File: config.mk
export PLATFORM = sky130hd
export DESIGN_NAME = ttc_timers
export DESIGN_NICKNAME = d
export VERILOG_FILES = /design/src/design/ttc_pkg.sv /design/src/design/ttc_timers.sv
export SDC_FILE = /design/constraint.sdc
export NUM_CORES = 1
export LEC_CHECK = 0
export ABC_AREA = 1
export BUFFER_PORTS_ARGS = -buffer_cell sky130_fd_sc_hd__clkbuf_2
export CAP_MARGIN = 20
export CELL_PAD_IN_SITES_DETAIL_PLACEMENT = 2
export CELL_PAD_IN_SITES_GLOBAL_PLACEMENT = 2
export CORE_ASPECT_RATIO = 0.8
export CORE_UTILIZATION = 35
export DETAILED_ROUTE_END_ITERATION = 10
export PLACE_DENSITY_LB_ADDON = 0.1
export SLEW_MARGIN = 25
export SYNTH_ARGS = -nofsm -noshare
export SYNTH_HDL_FRONTEND = slang
export SYNTH_SLANG_ARGS = --single-unit
export TNS_END_PERCENT = 50
File: constraint.sdc
create_clock -name pclk -period 2.6 [get_ports pclk]
set_input_delay 0.39 -clock pclk [delete_from_list [all_inputs] [get_ports pclk]]
set_output_delay 0.39 -clock pclk [all_outputs]
set_load 0.01 [all_outputs]
File: src/design/ttc_pkg.sv
// Package for the triple timer/event counter block.
// Assumes the block sits on an APB bus with 32-bit data, one register per word.
package ttc_pkg;
   // Register indices; the byte address is four times the index.
   localparam logic [7:0] TTC_IDX_C0_DATA = 8'h0D;
   localparam logic [7:0] TTC_IDX_C0_CTL = 8'h0E;
   localparam logic [7:0] TTC_IDX_C1_HIGH = 8'h0F;
   localparam logic [7:0] TTC_IDX_C1_LOW = 8'h10;
   localparam logic [7:0] TTC_IDX_C1_CTL = 8'h11;
   localparam logic [7:0] TTC_IDX_C2_HIGH = 8'h12;
   localparam logic [7:0] TTC_IDX_C2_LOW = 8'h13;
   localparam logic [7:0] TTC_IDX_C2_CTL = 8'h14;
   localparam logic [7:0] TTC_IDX_GEN_CTL = 8'h15;
   // Control register fields.
   localparam int TTC_PSC_LSB = 0;
   localparam int TTC_PSC_MSB = 2;
   localparam int TTC_EDGE_BIT = 3;
   localparam int TTC_RUN_BIT = 4;
   localparam int TTC_SRC_BIT = 5;
   localparam int TTC_MODE_LSB = 6;
   localparam int TTC_MODE_MSB = 7;
   localparam logic [7:0] TTC_CTL_RESET = 8'h08;
   // Mode codes.
   localparam logic [1:0] TTC_MODE_UNUSED = 2'h0;
   localparam logic [1:0] TTC_MODE_EVENT = 2'h1;
   localparam logic [1:0] TTC_MODE_TIMER = 2'h2;
   localparam logic [1:0] TTC_MODE_PULSE = 2'h3;
   // General control fields.
   localparam int TTC_GEN_SLOW_BIT = 0;
   localparam int TTC_GEN_TCK_LSB = 1;
   localparam int TTC_GEN_TCK_MSB = 2;
   localparam logic [7:0] TTC_GEN_RESET = 8'h00;
   localparam logic [1:0] TTC_TCK_SLOW = 2'h0;
   localparam logic [1:0] TTC_TCK_REF = 2'h1;
   localparam logic [1:0] TTC_TCK_SENSE = 2'h2;
   localparam logic [1:0] TTC_TCK_MODULE = 2'h3;
   // System clock divided by four.
   localparam logic [1:0] TTC_DIV4_LAST = 2'h3;
   // Synchronised inputs: three pins, two slow oscillators, three touch clocks.
   localparam int TTC_NSYNC = 8;
   localparam int TTC_S_RC = 3;
   localparam int TTC_S_XT = 4;
   localparam int TTC_S_REF = 5;
   localparam int TTC_S_SEN = 6;
   localparam int TTC_S_MOD = 7;
endpackage : ttc_pkg

File: src/design/ttc_timers.sv
// Three count-up timer/event counters (one 8-bit, two 16-bit) behind an APB slave.
// Assumes pins and slow or touch clocks are asynchronous to pclk and much slower
// than it; every one of them is synchronised before use.
//
// The implementer's own choice: the APB register port.
`timescale 1ns/1ps
`default_nettype none
module ttc_timers
   import ttc_pkg::*;
#(
   parameter int AW = 12,
   parameter int C0_W = 8,
   parameter int CNT_W = 16,
   parameter int PSC_W = 7
) (
   input wire logic pclk,
   input wire logic presetn,
   input wire logic psel,
   input wire logic penable,
   input wire logic pwrite,
   input wire logic [AW-1:0] paddr,
   input wire logic [31:0] pwdata,
   output var logic [31:0] prdata,
   output var logic pready,
   output var logic pslverr,
   input wire logic [2:0] count_pin,
   input wire logic slow_rc_osc,
   input wire logic slow_crystal_osc,
   input wire logic touch_ref_clock,
   input wire logic touch_sense_clock,
   input wire logic touch_module_clock,
   output var logic [2:0] overflow_pulse
);

   // Byte registers and 16-bit counters are the only widths the decode can serve.
   // The address must reach above the index field, or the upper-zero test has no bits.
   initial begin
      if (C0_W != 8 || CNT_W != 16 || PSC_W != 7 || AW < 11) begin
         $error("ttc_timers: unsupported parameter values");
      end
   end

   // True when the prescaler has run through 2**sel base ticks.
   function automatic logic div_hit(input logic [PSC_W-1:0] cnt, input logic [2:0] sel);
      logic [PSC_W-1:0] mask;
      mask = PSC_W'((1 << sel) - 1);
      div_hit = ((cnt & mask) == mask);
   endfunction : div_hit

   // Largest count of a channel; counter 0 reloads at the top of its 8 bits.
   function automatic logic [CNT_W-1:0] top_of(input int ch);
      top_of = (ch == 0) ? CNT_W'((1 << C0_W) - 1) : {CNT_W{1'b1}};
   endfunction : top_of

   logic [7:0] ctl_r [3];
   logic [7:0] gen_r;
   logic [CNT_W-1:0] cnt_r [3];
   logic [CNT_W-1:0] pre_r [3];
   logic [7:0] lowbuf_r [3];
   logic [PSC_W-1:0] psc_r [3];
   logic [2:0] pw_act_r;
   logic [1:0] div4_r;
   logic [TTC_NSYNC-1:0] sync1_r;
   logic [TTC_NSYNC-1:0] sync2_r;
   logic [TTC_NSYNC-1:0] sync3_r;
   logic [TTC_NSYNC-1:0] rise;
   logic [TTC_NSYNC-1:0] fall;
   logic slow_tick;
   logic tck_tick;
   logic div4_tick;
   logic [2:0] int_base;
   logic [2:0] int_tick;
   logic [2:0] count_en;
   logic [2:0] pw_start;
   logic [2:0] pw_done;
   logic [2:0] at_top;
   logic [7:0] idx;
   logic in_range;
   logic setup;
   logic wr_done;
   logic [2:0] hit_hi;
   logic [2:0] hit_lo;
   logic [2:0] hit_ctl;
   logic hit_gen;
   logic hit_any;

   // Word index field of the byte address; bits outside it must be zero.
   localparam int IDX_LSB = 2;
   localparam int IDX_MSB = 9;

   // Two flops before any logic; the third flop only serves edge detection.
   always_ff @(posedge pclk or negedge presetn) begin
      if (!presetn) begin
         sync1_r <= '0;
         sync2_r <= '0;
         sync3_r <= '0;
      end else begin
         sync1_r <= {touch_module_clock, touch_sense_clock, touch_ref_clock,
                     slow_crystal_osc, slow_rc_osc, count_pin};
         sync2_r <= sync1_r;
         sync3_r <= sync2_r;
      end
   end

   // Edges come from the second and third flops, so a pin change acts three cycles late.
   assign rise = sync2_r & ~sync3_r;
   assign fall = ~sync2_r & sync3_r;

   // Free-running quarter-rate tick for counters 1 and 2.
   always_ff @(posedge pclk or negedge presetn) begin
      if (!presetn) begin
         div4_r <= '0;
      end else begin
         div4_r <= div4_r + 2'h1;
      end
   end

   // One cycle in four; counters 1 and 2 share it, so their timer ticks stay in step.
   assign div4_tick = (div4_r == TTC_DIV4_LAST);

   // Slow clock and counter 2 clock are selected as edge events, not as clocks.
   always_comb begin
      slow_tick = gen_r[TTC_GEN_SLOW_BIT] ? rise[TTC_S_XT] : rise[TTC_S_RC];
      case (gen_r[TTC_GEN_TCK_MSB:TTC_GEN_TCK_LSB])
         TTC_TCK_SLOW: tck_tick = slow_tick;
         TTC_TCK_REF: tck_tick = rise[TTC_S_REF];
         TTC_TCK_SENSE: tck_tick = rise[TTC_S_SEN];
         TTC_TCK_MODULE: tck_tick = rise[TTC_S_MOD];
         default: tck_tick = 1'b0;
      endcase
   end

   // Per-channel source selection, mode decode and count enable.
   always_comb begin
      for (int c = 0; c < 3; c++) begin
         logic [1:0] mode;
         logic run;
         logic edge_sel;
         mode = ctl_r[c][TTC_MODE_MSB:TTC_MODE_LSB];
         run = ctl_r[c][TTC_RUN_BIT];
         edge_sel = ctl_r[c][TTC_EDGE_BIT];
         if (c == 0) begin
            int_base[c] = ctl_r[c][TTC_SRC_BIT] ? slow_tick : 1'b1;
         end else if (c == 1) begin
            int_base[c] = ctl_r[c][TTC_SRC_BIT] ? slow_tick : div4_tick;
         end else begin
            int_base[c] = ctl_r[c][TTC_SRC_BIT] ? tck_tick : div4_tick;
         end
         int_tick[c] = int_base[c] & div_hit(psc_r[c], ctl_r[c][TTC_PSC_MSB:TTC_PSC_LSB]);
         // Edge bit 1 starts on rise and stops on fall; 0 is the reverse.
         pw_start[c] = edge_sel ? rise[c] : fall[c];
         pw_done[c] = 1'b0;
         // Event mode takes pin edges directly; the prescaler divides internal ticks only.
         case (mode)
            TTC_MODE_EVENT: begin
               count_en[c] = run & (edge_sel ? fall[c] : rise[c]);
            end
            TTC_MODE_TIMER: begin
               count_en[c] = run & int_tick[c];
            end
            TTC_MODE_PULSE: begin
               count_en[c] = run & pw_act_r[c] & int_tick[c];
               pw_done[c] = run & pw_act_r[c] & (edge_sel ? fall[c] : rise[c]);
            end
            default: begin
               count_en[c] = 1'b0;
            end
         endcase
         at_top[c] = (cnt_r[c] == top_of(c));
      end
   end

   // Address decode; data bits above the low byte are ignored on writes.
   assign idx = paddr[IDX_MSB:IDX_LSB];
   assign in_range = (paddr[AW-1:IDX_MSB+1] == '0) && (paddr[IDX_LSB-1:0] == '0);
   assign setup = psel & ~penable;
   assign wr_done = psel & penable & pready & pwrite;

   // One hit bit per channel; counter 0 data shares the high-byte slot.
   always_comb begin
      hit_hi = {in_range && idx == TTC_IDX_C2_HIGH, in_range && idx == TTC_IDX_C1_HIGH,
                in_range && idx == TTC_IDX_C0_DATA};
      hit_lo = {in_range && idx == TTC_IDX_C2_LOW, in_range && idx == TTC_IDX_C1_LOW, 1'b0};
      hit_ctl = {in_range && idx == TTC_IDX_C2_CTL, in_range && idx == TTC_IDX_C1_CTL,
                 in_range && idx == TTC_IDX_C0_CTL};
      hit_gen = in_range && idx == TTC_IDX_GEN_CTL;
      hit_any = (|hit_hi) | (|hit_lo) | (|hit_ctl) | hit_gen;
   end

   // Zero-wait APB slave: pready rises in the first access cycle and data is
   // sampled at the setup edge, so a read sees the count of that moment.
   always_ff @(posedge pclk or negedge presetn) begin
      if (!presetn) begin
         pready <= 1'b0;
         pslverr <= 1'b0;
         prdata <= '0;
      end else begin
         pready <= setup;
         pslverr <= setup & ~hit_any;
         if (setup && !pwrite) begin
            // Unmapped reads find no hit and return zero with the error response.
            prdata <= '0;
            for (int c = 0; c < 3; c++) begin
               if (hit_hi[c]) begin
                  prdata[7:0] <= (c == 0) ? cnt_r[c][7:0] : cnt_r[c][15:8];
               end
               if (hit_lo[c]) begin
                  prdata[7:0] <= lowbuf_r[c];
               end
               if (hit_ctl[c]) begin
                  prdata[7:0] <= ctl_r[c];
               end
            end
            if (hit_gen) begin
               prdata[7:0] <= gen_r;
            end
         end
      end
   end

   // General control: slow clock source and counter 2 clock select.
   always_ff @(posedge pclk or negedge presetn) begin
      if (!presetn) begin
         gen_r <= TTC_GEN_RESET;
      end else if (wr_done && hit_gen) begin
         // Unused upper bits are kept and read back as written.
         gen_r <= pwdata[7:0];
      end
   end

   // Control registers; a software write wins over the automatic run clear.
   always_ff @(posedge pclk or negedge presetn) begin
      if (!presetn) begin
         for (int c = 0; c < 3; c++) begin
            ctl_r[c] <= TTC_CTL_RESET;
         end
      end else begin
         for (int c = 0; c < 3; c++) begin
            if (wr_done && hit_ctl[c]) begin
               ctl_r[c] <= pwdata[7:0];
            end else if (pw_done[c]) begin
               ctl_r[c][TTC_RUN_BIT] <= 1'b0;
            end
         end
      end
   end

   // Low-byte buffer: filled by a low write or by a high read, so that a
   // following low read gives the low half of the same snapshot.
   always_ff @(posedge pclk or negedge presetn) begin
      if (!presetn) begin
         for (int c = 0; c < 3; c++) begin
            lowbuf_r[c] <= '0;
         end
      end else begin
         for (int c = 1; c < 3; c++) begin
            if (wr_done && hit_lo[c]) begin
               lowbuf_r[c] <= pwdata[7:0];
            end else if (setup && !pwrite && hit_hi[c]) begin
               lowbuf_r[c] <= cnt_r[c][7:0];
            end
         end
      end
   end

   // Pulse measurement window; only one window per run bit setting.
   always_ff @(posedge pclk or negedge presetn) begin
      if (!presetn) begin
         pw_act_r <= '0;
      end else begin
         for (int c = 0; c < 3; c++) begin
            // A new start edge inside an open window changes nothing.
            if (ctl_r[c][TTC_MODE_MSB:TTC_MODE_LSB] != TTC_MODE_PULSE
                || !ctl_r[c][TTC_RUN_BIT] || pw_done[c]) begin
               pw_act_r[c] <= 1'b0;
            end else if (pw_start[c]) begin
               pw_act_r[c] <= 1'b1;
            end
         end
      end
   end

   // Prescalers advance on the internal base tick and clear while halted,
   // so each run starts with a full division period.
   always_ff @(posedge pclk or negedge presetn) begin
      if (!presetn) begin
         for (int c = 0; c < 3; c++) begin
            psc_r[c] <= '0;
         end
      end else begin
         for (int c = 0; c < 3; c++) begin
            if (!ctl_r[c][TTC_RUN_BIT]) begin
               psc_r[c] <= '0;
            end else if (int_base[c]) begin
               psc_r[c] <= psc_r[c] + PSC_W'(1);
            end
         end
      end
   end

   // Preload registers change on every high or data write.
   always_ff @(posedge pclk or negedge presetn) begin
      if (!presetn) begin
         for (int c = 0; c < 3; c++) begin
            pre_r[c] <= '0;
         end
      end else begin
         for (int c = 0; c < 3; c++) begin
            // Counter 0 keeps its upper byte at zero, so the shared top compare holds.
            if (wr_done && hit_hi[c]) begin
               pre_r[c] <= (c == 0) ? {8'h00, pwdata[7:0]}
                                    : {pwdata[7:0], lowbuf_r[c]};
            end
         end
      end
   end

   // Counters: loaded by software only while halted, else count and reload.
   always_ff @(posedge pclk or negedge presetn) begin
      if (!presetn) begin
         for (int c = 0; c < 3; c++) begin
            cnt_r[c] <= '0;
         end
      end else begin
         for (int c = 0; c < 3; c++) begin
            if (wr_done && hit_hi[c] && !ctl_r[c][TTC_RUN_BIT]) begin
               cnt_r[c] <= (c == 0) ? {8'h00, pwdata[7:0]}
                                    : {pwdata[7:0], lowbuf_r[c]};
            // Reads do not freeze the count; a read sees the value at its setup edge.
            end else if (count_en[c]) begin
               if (at_top[c]) begin
                  cnt_r[c] <= pre_r[c];
               end else begin
                  cnt_r[c] <= cnt_r[c] + CNT_W'(1);
               end
            end
         end
      end
   end

   // One-cycle overflow pulse per counter; the interrupt controller keeps the flag.
   always_ff @(posedge pclk or negedge presetn) begin
      if (!presetn) begin
         overflow_pulse <= '0;
      end else begin
         // The pulse rises at the same edge that reloads the counter.
         overflow_pulse <= count_en & at_top;
      end
   end

endmodule : ttc_timers
`default_nettype wire

Yosys cells after proc, flatten, opt, wreduce, memory -nomap -nowiden
Cells that the tools add are included.
Widths: inputs -> output; s select.
{"block": "op_classes", "addsub": 10, "mul": 0, "div": 0, "magnitude_cmp": 0, "n_eq_ne": 34, "shifts": 3, "muxes": 57, "bitwise": 36, "n_reduce_logical": 52}
{"op": "$mux 16", "n": 9}
{"op": "$mux 8", "n": 13}
{"op": "$add 16x1->16 const B", "n": 3}
{"op": "$eq 8x5->1 const B", "n": 6}
{"op": "$mux 7", "n": 6}
{"op": "$eq 16x16->1 const B", "n": 2}
{"op": "$logic_and 1x1->1", "n": 25}
{"op": "$mux 1", "n": 25}
{"op": "$eq 8x4->1 const B", "n": 3}
{"op": "$and 1x1->1", "n": 23}
{"op": "$reduce_bool 2->1", "n": 11}
{"op": "$add 7x1->7 const B", "n": 3}
{"op": "$and 7x7->7", "n": 3}
{"op": "$eq 7x7->1", "n": 3}
{"op": "$shl 1x3->7 const A", "n": 3}
{"op": "$sub 7x2->7 const B", "n": 3}
{"op": "$eq 2x2->1 const B", "n": 9}
{"op": "$eq 16x8->1 const B", "n": 1}
{"op": "$pmux 1 s3", "n": 3}
{"op": "$and 8x8->8", "n": 1}
{"op": "$eq 2x1->1 const B", "n": 4}
{"op": "$not 8->8", "n": 1}
{"op": "$and 3x3->3", "n": 2}
{"op": "$logic_not 2->1", "n": 3}
{"op": "11 further kinds", "n": 27}
{"block": "word_totals", "reg_bits": 199, "latch_bits": 0, "ramBits": 0, "romBits": 0, "input_bits": 57, "out_inout_bits": 37, "word_cells": 221, "n_memories": 0}

Depth between registers and ports, before layout
Gate-level depths: netlist of the first run.
{"block": "depth", "word_depth": 12, "depth_mapped": 13, "mapped_depth_nobuf": 12}

Least setup slack after synthesis of the first run
OpenSTA, ideal clock, no wires.
{"block": "synth_timing", "path_type": "reg2reg", "from": "register cnt_r[0] (netlist name)", "to": "register cnt_r[15] (netlist name)", "setup_ps": 125, "t_arrival_ps": 1768, "required_ps": 2475, "setup_slack_ps": 707, "path_stages_with_launch": 10, "path_buffers": 0, "synth_period_minus_slack_ps": 1893, "path_cell_list": "dfrtp_1 > ha_1 > nand3_1 > nor3_2 > nand2_1 > nor2_2 > nand2_1 > or2_2 > nand3_1 > nand3_1"}
{"block": "synth_via", "elab_chain_len": 4, "elab_cells_between_ends": 5, "classes_between": "1 x add/sub; 1 x eq/ne; 3 x mux"}
{"element": "start, declared", "line_no": "ttc_timers.sv:57", "source": "logic [CNT_W-1:0] cnt_r [3];"}
{"element": "start signal, assigned by index", "line_no": "ttc_timers.sv:327", "source": "cnt_r[c] <= (c == 0) ? {8'h00, pwdata[7:0]}"}
{"element": "start signal, assigned by index", "line_no": "ttc_timers.sv:332", "source": "cnt_r[c] <= pre_r[c];"}
{"element": "start signal, assigned by index", "line_no": "ttc_timers.sv:334", "source": "cnt_r[c] <= cnt_r[c] + CNT_W'(1);"}
{"element": "$add 16x1->16 or $eq 16x16->1 (tied branches)", "line_no": "ttc_timers.sv:334, ttc_timers.sv:169"}
{"element": "$mux 16 (*)", "line_no": "ttc_timers.sv:331", "source": "if (at_top[c]) begin"}
{"element": "$mux 16 (*)", "line_no": "ttc_timers.sv:330", "source": "end else if (count_en[c]) begin"}
{"element": "$mux 16 (*)", "line_no": "ttc_timers.sv:326", "source": "if (wr_done && hit_hi[c] && !ctl_r[c][TTC_RUN_BIT]) begin"}
Every way passes the cells marked *; elsewhere a longest branch is shown, timed or not. The select of a mux whose other input is x is not followed.
A chain may end at the register's enable or synchronous reset.

Worst setup path in the final report of the first run
{"block": "layout_timing", "from": "register gen_r[0]", "to": "register cnt_r[2] (netlist name)"}
{"block": "layout_via", "elab_chain_len": 7, "elab_cells_between_ends": 8, "classes_between": "4 x mux; 3 x bitwise; 1 x reduce/logical"}
{"element": "start, declared", "line_no": "ttc_timers.sv:56", "source": "logic [7:0] gen_r;"}
{"element": "start signal, assigned", "line_no": "ttc_timers.sv:227", "source": "gen_r <= pwdata[7:0];"}
{"element": "$mux 1 (*)", "line_no": "ttc_timers.sv:123", "source": "slow_tick = gen_r[TTC_GEN_SLOW_BIT] ? rise[TTC_S_XT] : rise[TTC_S_RC];"}
{"element": "$pmux 1 s4 (*)", "line_no": "ttc_timers.sv:124", "source": "case (gen_r[TTC_GEN_TCK_MSB:TTC_GEN_TCK_LSB])"}
{"element": "$mux 1 (*)", "line_no": "ttc_timers.sv:147", "source": "int_base[c] = ctl_r[c][TTC_SRC_BIT] ? tck_tick : div4_tick;"}
{"element": "$and 1x1->1 (*)", "line_no": "ttc_timers.sv:149", "source": "int_tick[c] = int_base[c] & div_hit(psc_r[c], ctl_r[c][TTC_PSC_MSB:TTC_PSC_LSB]);"}
{"element": "$and 1x1->1 (on tied branches)", "line_no": "ttc_timers.sv:162, ttc_timers.sv:159"}
{"element": "$pmux 1 s3 (*)", "line_no": "ttc_timers.sv:154", "source": "case (mode)"}
{"element": "$reduce_bool 2->1 (no source line) (*)"}
Every way passes the cells marked *; elsewhere a longest branch is shown, timed or not.

==> impl_metrics.ini, run 1 <==
[logic_synthesis]
synth-main-ff-cell = dfrtp_1
synth-seq-cells = 199
synth.distinct_cells = 51
ys_seq_area_share_pct = 46.3
yosys_warnings = 0
postSynth.asyncResetShare_pct = 100
synth_edf_count = 0
syn_area_sq_um = 10800
syn_inst = 1401
syn_avg_cell_area_sq_um = 7.68

[final_layout]
nFillCells = 3563
most-common-layout-cells = nand2_1, dfrtp_1, nand3_1
final_nets = 1546
insertedDiodeCount = 0
final_cell_area_sq_um = 12200
drive_above_1_share_pct = 11.0
area_growth_pct = 13.9
final_common_cell = nand2_1

[clock_tree]
cts_made_buffers = 17
cts.path.max_buffers = 2
clkLatencyLatePin_ps = 470
cts.sinks = 199
htree_levels = 4
clkTransAtPathRegs_ps = 80
cts_root_buf = clkbuf_16
cts_tree = built
post_cts_resized = 0

[grt]
grt_use_total_pct = 26.8
grt-ovfl-total = 0
grt_max_degree = 68
grt_pass1_wl_um = 63800
grt_pass1_vias = 10800
antenna_found_initial = 1

[floorplanning]
std_cell_rows = 57
die_x_um = 198
core_sq_um = 30300
initial_core_util_pct = 35.5
die_area_sq_um = 31400
ioPinCount = 94
die_h_um = 159

[drt]
detail_route.wl_per_cell_um = 21.0
firstDrtPassIters = 4
drc_errors = 0
wl_um = 40100
drtIter0Drc = 478
ant_nets = 0
num_vias = 10100
vias_per_cell = 5.31

[worst_setup_path]
path_max_fanout = 16
worstSetupPathType = reg2reg
crit_path_max_incr_delay_ps = 480
cp_cell_sequence = inv_1, nand3_1, nand2_1, o21ai_0, nand3_1, nand4_1, nand3_4, nand2_1, o21ai_1
path_delay_family = simple AND/OR/NAND/NOR gates
critical_path_required_ps = 2960
endpoint_kind = register
crit_cells = 9
critPathBufInv = 1
slowest_stage = dfrtp_1
cp-start-kind = register
cp_data_arrival_time_ps = 2650
r2r_cells = 9

[power_and_ir_drop]
p_per_area_nw_per_um2 = 494
finalPower_mw = 6.05
max-vdd-ir-drop_v = 0.000434
p_leak_nw = 5.82

[job]
drv_cap = 0

[sta]
finalSetupViolations = 0
fin_hold_ws_ps = 19.8
layout_setup_ws_ps = 309
grt_setup_unrepaired = no
skew_ps = 9.77
post-route-period-util_pct = 88.1
worstMarginPinSlew_ps = 769
final_hold_viol_count = 0
max_freq_ghz = 0.436
maxSlewViolCount = 0
fin_crit_ps = 2290
slew_headroom_pct = 48.7
fin_setup_tns_ps = 0

[placed_design]
place_hpwl_um = 29900
portBuffers = 45
gp_congestion = 0.835
place_ws_ps = 185
place_area_sq_um = 11700

[run_status]
status = finished, final reports clean

[worst_hold_path]
hold_class = in2reg
hold_path_depth = 1
-- flip-flops by register name (all words and copies together) (netlist names) --
signal / cells
psc_r: 21
overflow_pulse: 3
sync1_r: 8
pw_act_r: 3
gen_r: 8
pslverr: 1
prdata: 8
pready: 1
div4_r: 2
ctl_r: 24
cnt_r: 48
lowbuf_r: 16
sync2_r: 8
pre_r: 40
sync3_r: 8
-- cells in the mapped netlist (2+ instances only) --
| library cell | count | share of area [%] |
|---|---|---|
| a31oi_1 | 2 | 0.12 |
| o21ai_1 | 13 | 0.60 |
| a22oi_1 | 2 | 0.14 |
| nor4_1 | 3 | 0.17 |
| xor2_1 | 26 | 2.1 |
| nor2_2 | 8 | 0.47 |
| o31ai_1 | 4 | 0.28 |
| nor2_1 | 94 | 3.3 |
| xnor2_1 | 4 | 0.33 |
| dfrtp_1 | 196 | 46 |
| nand2_1 | 389 | 14 |
| ha_1 | 7 | 0.81 |
| a311oi_1 | 3 | 0.24 |
| o221ai_1 | 11 | 0.90 |
| or2_2 | 5 | 0.29 |
| buf_4 | 24 | 1.7 |
| inv_1 | 143 | 5.0 |
| o21ai_0 | 122 | 5.7 |
| nor3_1 | 24 | 1.1 |
| nand4_1 | 43 | 2.5 |
| nor3b_1 | 2 | 0.14 |
| a21oi_1 | 35 | 1.6 |
| clkbuf_1 | 23 | 0.80 |
| nor2_4 | 3 | 0.31 |
| nand2_2 | 3 | 0.17 |
| nand3_1 | 147 | 6.8 |
| clkinv_1 | 3 | 0.10 |
| inv_2 | 4 | 0.14 |
| nand3_2 | 2 | 0.19 |
| buf_6 | 3 | 0.31 |
| o211ai_1 | 15 | 1.0 |
| dfstp_2 | 3 | 0.73 |
| nand3b_1 | 8 | 0.56 |
| buf_2 | 10 | 0.47 |
-- through the flow --
stage	instances	utilization, %
floorplan	1424	-
detailed placement	1875	38.5
global route	1908	40.4
global placement	1875	38.5
CTS	1908	40.4
finish	1908	40.4
-- report_power, final --
group | switching [mW] | internal [mW] | leakage [nW]
clock network | 1.34 | 1.34 | 0.271
logic | 0.196 | 0.0491 | 3.05
registers | 0.0120 | 3.11 | 2.50
total | 1.54 | 4.50 | 5.82
-- what timing repair did --
| item | CTS | global route |
|---|---|---|
| setup buffers | 0 | 0 |
| hold buffers | 1 | 0 |
| hold endpoints to repair | 62 | 0 |
-- final cells by class --
| class | count | area [sq um] | area share, % |
|---|---|---|---|
| Tap cell | 413 | 517 | 4.22 |
| Timing Repair Buffer | 100 | 688 | 5.62 |
| Clock inverter | 12 | 120 | 0.981 |
| Inverter | 150 | 563 | 4.60 |
| Sequential cell | 199 | 4980 | 40.7 |
| Clock buffer | 20 | 437 | 3.57 |
| Multi-Input combinational cell | 1014 | 4940 | 40.3 |
-- routing by layer --
metal	wire [um]	track usage (%)
met2	18200	41.2
met3	1410	4.08
met4	624	6.66
met5	0	0
met1	19900	39.3
-- worst paths after layout --
kind                                 start                end  slack, ps
max                               gen_r[0]           cnt_r[2]        310
min                        touch_ref_clock         sync1_r[5]         20
max reg2reg                       gen_r[0]           cnt_r[2]        310
min reg2reg                     sync1_r[5]         sync2_r[5]        350
max in group asynchronous          presetn          prdata[4]       1320
min in group asynchronous          presetn  overflow_pulse[1]        470
-- cells by family after synthesis --
kind of cell / after synthesis / share of synthesized area, %
AND/OR/NAND/NOR: 742 / 30.9
flip-flops: 199 / 46.3
other: 1 / 0.0349
buffers and inverters: 211 / 8.53
AO/OA/AOI/OAI: 211 / 10.9
adder cells (fa/ha/maj): 7 / 0.814
XOR/XNOR: 30 / 2.44
Note: power is estimated with default switching activity, not from simulation.
==> run 2: changes to the inputs <==
CAP_MARGIN = 0   (was 20)
clock period = 2.8 ns   (was 2.6 ns; I/O delays follow)
==> run 2 against run 1 <==
The flow now finishes with violations (negative hold slack); critical path depth is 3 higher; first-iteration DRC count is 9.2% higher; non-clock buffer count is 10 lower; routed wire length is 0.57% higher; total power is 5.5% lower; sequential power is 7.3% lower; core utilization is 0.19 points lower; via count hardly changed; worst setup slack worse by 41 ps; die area stayed put; critical endpoint is now cnt_r[28]; largest power group unchanged.
==> impl_metrics.ini, run 2 (same netlist as run 1, synthesis figures left out) <==
[final_layout]
area_growth_pct = 13.4
drive_above_1_share_pct = 10.5
reg.largest.list = cnt_r (48), pre_r (40), ctl_r (24)
final_nets = 1536
final_common_cell = nand2_1
most-common-layout-cells = nand2_1, dfrtp_1, nand3_1
final_cell_area_sq_um = 12200
largest_reg_flops = 48
max_flop_register = cnt_r

[sta]
fin_crit_ps = 2530
post-route-period-util_pct = 90.4
final_hold_viol_count = 19
grt_setup_unrepaired = no
max_freq_ghz = 0.395
maxSlewViolCount = 0
slew_headroom_pct = 45.2
finalSetupViolations = 0
skew_ps = 15.3
fin_setup_tns_ps = 0
fin_hold_ws_ps = -74.1
worstMarginPinSlew_ps = 822

[grt]
grt_pass1_vias = 10900
antenna_found_initial = 0
grt_max_degree = 89
grt_use_total_pct = 26.9
grt-ovfl-total = 0
grt_pass1_wl_um = 63800

[job]
drv_cap = 0

[worst_setup_path]
crit_path_max_incr_delay_ps = 480
r2r_cells = 12
critical_path_required_ps = 3200
rrSetupSlack_ps = 270
timing.rr.end = cnt_r[28]
worstSetupPathType = reg2reg
endpoint_kind = register
cp-start-kind = register
cp_data_arrival_time_ps = 2930
slowest_stage = inv_1
path_delay_family = buffers and inverters
startpoint = gen_r[0]
path_max_fanout = 13
cp_common_cell = inv_1
reg2reg_from = gen_r[0]
critPathBufInv = 4
cp_cell_sequence = inv_1, nand3_1, nand2_1, inv_1, nand2_1, o21ai_2, inv_1, nand3_1, nand3_2, inv_1, nand2_1, nand3_1

[power_and_ir_drop]
p_per_area_nw_per_um2 = 469
p_leak_nw = 5.78
max-vdd-ir-drop_v = 0.000364

[floorplanning]
die_h_um = 159
std_cell_rows = 57
ioPinCount = 94
core_sq_um = 30300
initial_core_util_pct = 35.5
die_x_um = 198
die_area_sq_um = 31400

[drt]
drc_errors = 0
detail_route.wl_per_cell_um = 21.2
num_vias = 10100
wl_um = 40300
vias_per_cell = 5.34
drtIter0Drc = 522
ant_nets = 0
firstDrtPassIters = 4

[run_status]
status = finished with violations
violations = negative hold slack

[clock_tree]
holdBufCountCts = 0
cts_tree = built
post-cts-setup-buffers = 0
cts_made_buffers = 17
cts_root_buf = clkbuf_16
cts.sinks = 199
clkTransAtPathRegs_ps = 80
post_cts_resized = 0
clkLatencyLatePin_ps = 470
cts.path.max_buffers = 2
htree_levels = 4

[worst_hold_path]
hold_class = in2async

[placed_design]
place_hpwl_um = 30000
gp_congestion = 0.846
portBuffers = 45
place_area_sq_um = 11600
run 2: how the worst max path moves through the flow:
| stage | to | cells past startpoint |
|---|---|---|
| floorplan | cnt_r[15] | 9 |
| global placement | cnt_r[36] | 8 |
| detailed placement | cnt_r[35] | 12 |
| CTS | cnt_r[21] | 12 |
| global route | cnt_r[23] | 12 |
| finish | cnt_r[28] | 12 |
run 2: routing by layer:
metal  share of wire (%)  global-route usage [%]  wire length (um)
met3                 3.4                    4.27              1360
met5                   0                       0                 0
met4                 1.5                    6.48               622
met1                  50                    39.4             20300
met2                  45                    41.3             18100
run 2: layout make-up:
cell class / count / area, sq um
Inverter: 150 / 563
Clock inverter: 12 / 140
Sequential cell: 199 / 4980
Antenna cell: 1 / 2.50
Tap cell: 413 / 517
Timing Repair Buffer: 90 / 598
Multi-Input combinational cell: 1014 / 4940
Fill cell: 3553 / 18100
Clock buffer: 20 / 447
run 2: where the power goes:
group	switching, mW	total [mW]	internal (mW)	leakage (nW)
sequential	0.0125	2.90	2.89	2.50
combinational	0.186	0.230	0.0440	2.99
clock	1.22	2.58	1.36	0.284
run 2: stage by stage:
step	cells	util [%]	total power, mW	setup WS (ps)
finish	1899	40.2	5.71	268
CTS	1898	40.2	5.76	252
global placement	1866	38.3	3.19	369
floorplan	1424	-	3.05	907
detailed placement	1866	38.3	3.19	268
global route	1898	40.2	5.88	0.0540
